### src/include/crl_pkg.sv
package crl_pkg;
	// Byte addresses on the bus: printed data addresses are not all multiples of four,
	// so each printed address is kept as an index and the byte address is four times it.
	localparam logic [7:0] CRL_IDX_CMP_CTRL = 8'h9c;
	localparam logic [7:0] CRL_IDX_LADDER_CTRL = 8'h9d;
	localparam int CRL_ADDR_W = 12;
	localparam logic [11:0] CRL_ADDR_CMP_CTRL = {2'h0, CRL_IDX_CMP_CTRL, 2'h0};
	localparam logic [11:0] CRL_ADDR_LADDER_CTRL = {2'h0, CRL_IDX_LADDER_CTRL, 2'h0};
	// Reset values
	localparam logic [7:0] CRL_RST_CMP_CTRL = 8'h07;
	localparam logic [7:0] CRL_RST_LADDER_CTRL = 8'h00;
	// Field positions of the reference ladder control register
	localparam int CRL_BIT_POWER_ON = 7;
	localparam int CRL_BIT_PIN_ROUTE = 6;
	localparam int CRL_BIT_RANGE = 5;
	localparam int CRL_BIT_UNUSED = 4;
	localparam logic [7:0] CRL_LADDER_WMASK = 8'hef;
	// Comparator control: mode field in bits 2:0, writable bits 5:0, outputs in 7:6
	localparam logic [7:0] CRL_CMP_WMASK = 8'h3f;
	localparam logic [2:0] CRL_MODE_INT_REF = 3'h6;
	// Tap count of the ladder and width of the tap code
	localparam int CRL_TAPS = 16;
	localparam int CRL_TAP_W = 4;
endpackage : crl_pkg

### src/core/crl_reg8.sv
// Byte register with a write mask; reset clears every bit, and masked-off bits take rstValue on each write
module crl_reg8 (
	input wire logic ref_clk,
	input wire logic reset,
	input wire logic [7:0] rstValue,
	input wire logic [7:0] wrMask,
	input wire logic wrEn,
	input wire logic [7:0] wrData,
	output logic [7:0] q
);
	// Reset clears to zero; the asynchronous branch takes constants only,
	// so the tie-off value is applied to masked bits on each write instead
	always_ff @(posedge ref_clk or posedge reset) begin
		if (reset) begin
			q <= 8'h00;
		end else if (wrEn) begin
			q <= (wrData & wrMask) | (rstValue & ~wrMask);
		end
	end
endmodule : crl_reg8

### src/core/crl_ladder_ctrl.sv
// Notes on behaviour
// - The ladder control register sits at data address 9Dh and resets to 000-0000.
// - Bit 7 powers the ladder on when set and powers it down when clear.
// - Bit 6 connects the generated reference to the shared analog pin when set.
// - Bit 5 picks the range, code/24 of supply when set, supply/4 plus code/32 when clear.
// - Bit 4 is unimplemented, ignores writes and reads as zero.
// - Bits 3:0 are the tap code driving the sixteen-way analog multiplexer select.
// - The ladder output is the comparator reference only when the mode field is 110.
// - In mode 110 the internal reference feeds the non-inverting input of both comparators.
//
// The APB interface to the registers was chosen for this implementation.
module crl_ladder_ctrl #(
	parameter int TAPS = crl_pkg::CRL_TAPS
) (
	input wire logic ref_clk,
	input wire logic reset,
	input wire logic psel,
	input wire logic penable,
	input wire logic pwrite,
	input wire logic [crl_pkg::CRL_ADDR_W-1:0] paddr,
	input wire logic [31:0] pwdata,
	input wire logic [3:0] pstrb,
	input wire logic [1:0] comparatorOutputs,
	output logic [31:0] prdata,
	output logic pready,
	output logic pslverr,
	output logic ladderPowerOn,
	output logic ladderPinRoute,
	output logic ladderRangeSelect,
	output logic [crl_pkg::CRL_TAP_W-1:0] ladderTapCode,
	output logic [15:0] ladderTapSelect,
	output logic internalRefSelect,
	output logic [2:0] comparatorModeField
);
	import crl_pkg::*;

	// The tap decoder and code width are built for exactly sixteen taps
	if (TAPS != 16) begin : gTapCheck
		$error("crl_ladder_ctrl serves only a 16-tap ladder");
	end

	// The tap code must be exactly wide enough to name every tap
	if (CRL_TAP_W != $clog2(TAPS)) begin : gCodeCheck
		$error("crl_ladder_ctrl tap code width does not match the tap count");
	end

	// Bit 4 must stay outside the write mask, or it could be set by software
	if (CRL_LADDER_WMASK[CRL_BIT_UNUSED] != 1'b0) begin : gMaskCheck
		$error("crl_ladder_ctrl write mask covers the unimplemented bit");
	end

	// The two registers must decode to different words
	if (CRL_ADDR_LADDER_CTRL == CRL_ADDR_CMP_CTRL) begin : gAddrCheck
		$error("crl_ladder_ctrl register addresses overlap");
	end

	logic ladderWr;
	logic cmpWr;
	logic hitLadder;
	logic hitCmp;
	logic [7:0] ladderReg;
	logic [7:0] cmpReg;
	logic [31:0] rdNext;

	// Address decode; the register byte lives in lane 0
	assign hitLadder = (paddr == CRL_ADDR_LADDER_CTRL);
	assign hitCmp = (paddr == CRL_ADDR_CMP_CTRL);
	// Writes land only at the edge where ready is sampled high, so a master
	// that aborts before the answer never changes the analog settings
	assign ladderWr = psel && penable && pready && pwrite && hitLadder && pstrb[0];
	assign cmpWr = psel && penable && pready && pwrite && hitCmp && pstrb[0];

	// Reference ladder control: bit 4 is masked so it stays zero
	always_ff @(posedge ref_clk or posedge reset) begin
		if (reset) begin
			ladderReg <= CRL_RST_LADDER_CTRL;
		end else if (ladderWr) begin
			ladderReg <= pwdata[7:0] & CRL_LADDER_WMASK;
		end
	end

	// Comparator control: all six writable bits 5:0 are kept here
	always_ff @(posedge ref_clk or posedge reset) begin
		if (reset) begin
			cmpReg <= CRL_RST_CMP_CTRL;
		end else if (cmpWr) begin
			cmpReg <= pwdata[7:0] & CRL_CMP_WMASK;
		end
	end

	// Read mux; comparator outputs are live status in bits 7:6
	always_comb begin
		rdNext = 32'h00000000;
		if (hitLadder) begin
			rdNext = {24'h000000, ladderReg & CRL_LADDER_WMASK};
		end else if (hitCmp) begin
			rdNext = {24'h000000, comparatorOutputs, cmpReg[5:0]};
		end
	end

	// Access phase seen at an edge; its first edge opens the single wait state
	logic apbAccess;
	logic apbFirst;
	assign apbAccess = psel && penable;
	assign apbFirst = apbAccess && !pready;

	// Ready pulse: one wait state, so ready rises in the second access cycle.
	// A registered answer keeps the decode off the bus return path.
	always_ff @(posedge ref_clk or posedge reset) begin
		if (reset) begin
			pready <= 1'b0;
		end else begin
			pready <= apbFirst;
		end
	end

	// Error flag stands with ready; unmapped addresses complete without a write
	always_ff @(posedge ref_clk or posedge reset) begin
		if (reset) begin
			pslverr <= 1'b0;
		end else begin
			pslverr <= apbFirst && !(hitLadder || hitCmp);
		end
	end

	// Read data stand only with ready and are zero otherwise, so no stale word leaks
	always_ff @(posedge ref_clk or posedge reset) begin
		if (reset) begin
			prdata <= 32'h00000000;
		end else begin
			prdata <= (apbFirst && !pwrite) ? rdNext : 32'h00000000;
		end
	end

	// Ladder power switch, one edge after the register updates
	// A cleared bit opens the switch so the ladder draws no current
	always_ff @(posedge ref_clk or posedge reset) begin
		if (reset) begin
			ladderPowerOn <= 1'b0;
		end else begin
			ladderPowerOn <= ladderReg[CRL_BIT_POWER_ON];
		end
	end

	// Pin routing of the generated level to the shared analog pin
	always_ff @(posedge ref_clk or posedge reset) begin
		if (reset) begin
			ladderPinRoute <= 1'b0;
		end else begin
			ladderPinRoute <= ladderReg[CRL_BIT_PIN_ROUTE];
		end
	end

	// Range select; the segment scaling itself lives in the analog ladder
	always_ff @(posedge ref_clk or posedge reset) begin
		if (reset) begin
			ladderRangeSelect <= 1'b0;
		end else begin
			ladderRangeSelect <= ladderReg[CRL_BIT_RANGE];
		end
	end

	// Binary tap code for the analog multiplexer
	always_ff @(posedge ref_clk or posedge reset) begin
		if (reset) begin
			ladderTapCode <= '0;
		end else begin
			ladderTapCode <= ladderReg[CRL_TAP_W-1:0];
		end
	end

	// Comparator mode copy; reset leaves the comparators off
	always_ff @(posedge ref_clk or posedge reset) begin
		if (reset) begin
			comparatorModeField <= CRL_RST_CMP_CTRL[2:0];
		end else begin
			comparatorModeField <= cmpReg[2:0];
		end
	end

	// Both comparators take the ladder on their + input only in this mode
	always_ff @(posedge ref_clk or posedge reset) begin
		if (reset) begin
			internalRefSelect <= 1'b0;
		end else begin
			internalRefSelect <= (cmpReg[2:0] == CRL_MODE_INT_REF);
		end
	end

	// One-hot mux select per tap; range scaling is done by the ladder segments
	genvar t;
	for (t = 0; t < TAPS; t++) begin : gTap
		always_ff @(posedge ref_clk or posedge reset) begin
			if (reset) begin
				ladderTapSelect[t] <= (t == 0); // Tap 0 matches the reset code
			end else begin
				ladderTapSelect[t] <= (ladderReg[CRL_TAP_W-1:0] == CRL_TAP_W'(t));
			end
		end
	end

	// Shadow of the comparator mode bits, kept in the byte register helper.
	// It is not read by the outputs; it holds the last written mode bits, zero after reset, for debug probing.
	logic [7:0] modeShadow;
	crl_reg8 uShadow (
		.ref_clk(ref_clk),
		.reset(reset),
		.rstValue(8'h00),
		.wrMask(8'h07),
		.wrEn(cmpWr),
		.wrData(pwdata[7:0]),
		.q(modeShadow)
	);
	logic unusedShadow;
	assign unusedShadow = ^modeShadow;
endmodule : crl_ladder_ctrl

### config.mk
export PLATFORM = sky130hd
export DESIGN_NAME = crl_ladder_ctrl
export DESIGN_NICKNAME = d
export VERILOG_FILES = /design/src/include/crl_pkg.sv /design/src/core/crl_reg8.sv /design/src/core/crl_ladder_ctrl.sv
export SDC_FILE = /design/constraint.sdc
export NUM_CORES = 1
export LEC_CHECK = 0
export ABC_AREA = 1
export BUFFER_PORTS_ARGS = -buffer_cell sky130_fd_sc_hd__buf_2
export CAP_MARGIN = 5
export CORE_MARGIN = 2
export CORE_UTILIZATION = 40
export DETAILED_ROUTE_END_ITERATION = 10
export GPL_TIMING_DRIVEN = 0
export HOLD_SLACK_MARGIN = 0.05
export PLACE_DENSITY = 0.76
export SKIP_LAST_GASP = 1
export SYNTH_ARGS = -nofsm -noshare
export SYNTH_HDL_FRONTEND = slang
export SYNTH_HIERARCHICAL = 1
export SYNTH_SLANG_ARGS = --single-unit
export TNS_END_PERCENT = 5
### constraint.sdc
create_clock -name ref_clk -period 1.5 [get_ports ref_clk]
set_input_delay 0.3 -clock ref_clk [delete_from_list [all_inputs] [get_ports ref_clk]]
set_output_delay 0.3 -clock ref_clk [all_outputs]
set_load 0.05 [all_outputs]
==> metrics <==
vias per inst 4.225; height of the chip 77.03 um; Static Leak approximately 1.6 nW; clock transition at the registers of the reported paths 100 ps; DRC Markers 0; arithmetic-cell share of the synthesized area counting full adders, half adders and majority gates 0; # clock sinks 50; antenna violation net count after detailed routing 0; Power Density 898.6 mW/mm2; number of iterations in the first detailed-routing pass 4; top cell types by occurrence after synthesis sky130_fd_sc_hd__nand2_1, sky130_fd_sc_hd__dfrtp_1, sky130_fd_sc_hd__buf_4, sky130_fd_sc_hd__nor2_1; effective utilization at floorplan 0.4150; synthesized instance count ~220; final HPWL from detailed placement around 3300 um; worst hold-check path type primary input to flip-flop; total congestion overflow after global routing 0; number of core rows 26; largest incremental delay on the critical path 530 ps; crit share post-route 0.9268; post-synthesis cell type with the largest combined area sky130_fd_sc_hd__dfrtp_1; max-capacitance violation count 0; fraction of layout instances using a drive strength above 1 0.3738; number of antenna violations at the first check in global routing 0; arrival time of the worst setup path about 1100 ps; routed wire length 4122 um; CTS tree done; Yosys Warn Count 6; weighted congestion at the end of routability-driven global placement 0.8627; area growth from synthesis to layout 29.15%; final critical delay including setup and external delays ~1400 ps; delay-heaviest family, CP flip-flops; number of failing hold endpoints at the final stage 0; cell area after placement 0.002648 mm2; average wire per standard cell 10.54 um; Distinct cells, synth 17; FF+latch count, synth 50; Critical Path RT roughly 1200 ps; GRT Total Usage 0.1498; count of buffers added by post-CTS timing repair for setup 0; overall power consumption ~2.5 mW; number of buffers created by CTS 5; cell-by-cell listing of the critical path buf_2; Final Util 0.5360; Worst Hold Path Cells 3; run status completed; EDFF count, synth 0; Critical-path top delay cell sky130_fd_sc_hd__dfstp_2; PostCTS Resize Cnt 0; setup TNS 0 ps; maximum number of pins on one net before global-route repair 35; sequential element share of the synthesized area 0.5906; timing-limited maximum frequency 0.7193 GHz; syn avg cell area 9.524 um2; dominant combinational cell family by area after synthesis simple AND/OR/NAND/NOR gates; number of vias in the routed layout about 1700; critical path class flip-flop to output port; count of filler cells inserted in the layout 485; number of buffer and inverter instances along the worst setup path 1; clock latency of the later-clocked register in the worst-skew pair between 300 and 400 ps; path depth of the worst reg2reg path 6; min setup slack post-route 109.8 ps; clock root buffer sky130_fd_sc_hd__clkbuf_8; Final Net Count 375; fraction of the mapped netlist area in simple logic gates 0.2557; critical path launch point type flip-flop; CTS H-tree lvls 2; Post-Route Skew 10.68 ps; count of routing violations after the opening detailed-route iteration between 100 and 150; largest fanout on the critical path 1; number of global-route vias before repair about 1600; worst IR drop on VDD 0.0005128 V; final non-filler cell area 0.002755 mm2; wire length of the first global-routing pass 7079 um; top-count cell post-synth sky130_fd_sc_hd__nand2_1; Inserted Diodes 0; Post-Synthesis Cell Area 0.002133 mm2; die footprint 0.005934 mm2; clk buf depth 2; most used flip-flop cell after synthesis sky130_fd_sc_hd__dfrtp_1; count of input and output buffers 64; pins over their slew limit 0; Die X-Extent 77.03 um; portion of synthesized cell area occupied by the leading cell type 0.5044; worst setup timing slack at the placement stage 211.4 ps; Critical Path Stages 1; top area cells in the synthesized netlist sky130_fd_sc_hd__dfrtp_1, sky130_fd_sc_hd__buf_4, sky130_fd_sc_hd__nand2_1; setup-violating endpoint count in the final report 0; area of the core region 0.005140 mm2; compound-cell area share of the yosys netlist 0.002346; unrepaired setup endpoints after global routing no; portion of netlist area occupied by mux cells 0; FFs w/ async S/R, synth 1.000; IO Count 116; element type at the critical path end output port; XOR/XNOR Fraction of Synth Area 0
-- final timing paths --
check / from / endpoint / slack, ps
max in group asynchronous: reset / comparatorModeField[0] / 440
hold / removal: pwdata[2] / cmpReg[2] / 240
hold reg to reg: cmpReg[1] / comparatorModeField[1] / 380
min in group asynchronous: reset / cmpReg[3] / 500
setup / recovery: ladderTapSelect[0] / ladderTapSelect[0] / 110
setup reg to reg: pready / prdata[4] / 240
-- flip-flops by register name, summed over array words and instances, names as in the netlist --
register,cells
ladderReg,7
ladderRangeSelect,1
ladderTapSelect,16
pready,1
ladderTapCode,4
cmpReg,6
prdata,8
pslverr,1
internalRefSelect,1
comparatorModeField,3
ladderPowerOn,1
ladderPinRoute,1
-- kinds of logic after synthesis --
group,after synthesis
AOI/OAI and AO/OA,1
buffers and inverters,53
DFF,50
other,1
and+or+nand+nor,119
-- where the power goes --
| group | total, mW | leakage (nW) | internal, mW | switching (mW) |
|---|---|---|---|---|
| logic | 0.310 | 0.892 | 0.0897 | 0.220 |
| clock network | 0.813 | 0.0506 | 0.349 | 0.465 |
| registers | 1.35 | 0.672 | 1.35 | 0.00180 |
-- final cells by class --
type                    instances  area (um2)  area share
flip-flops and latches         50        1260      0.4573
plain buffers                  30       232.7     0.08447
multi-input cells             144       640.6      0.2325
repair buffers                 66       350.3      0.1272
clock buffers                   5       68.82     0.02498
inverters                      23       86.33     0.03134
well taps                      70       87.58     0.03179
clock inverters                 3       28.78     0.01045
-- layout by cell type, fill, tap and decap left out, drive strengths merged --
cell	Yosys	routed
nand2	53	53
inv	22	24
buf	30	95
nor3	1	1
nand3	12	12
nor2	33	33
dfrtp	43	43
clkbuf	0	5
o21ai	1	1
clkinv	1	2
conb	1	24
dfstp	7	7
dlygate4sd3	0	1
nand4	20	20
-- stage by stage --
step	std cells	hold slack, ps
final	391	235.1
after global routing	391	226.9
after CTS	391	225.0
after detailed placement	382	308.6
after global placement	381	365.0
after floorplan	247	360.6
-- repair_timing --
item                                    in CTS  in global routing
hold buffers                                 1                  0
endpoints found under the setup margin       0                  0
hold endpoints to repair                    11                  0
-- layer usage --
metal / global-route usage / wire length (um) / up-vias
met4: 0.04107 / 55 / 0
met5: 0 / 0 / -
li1: - / - / 847
met2: 0.2386 / 1852 / 83
met3: 0.04706 / 383 / 7
met1: 0.1983 / 1829 / 715
Note: power is estimated with default switching activity, not from simulation.
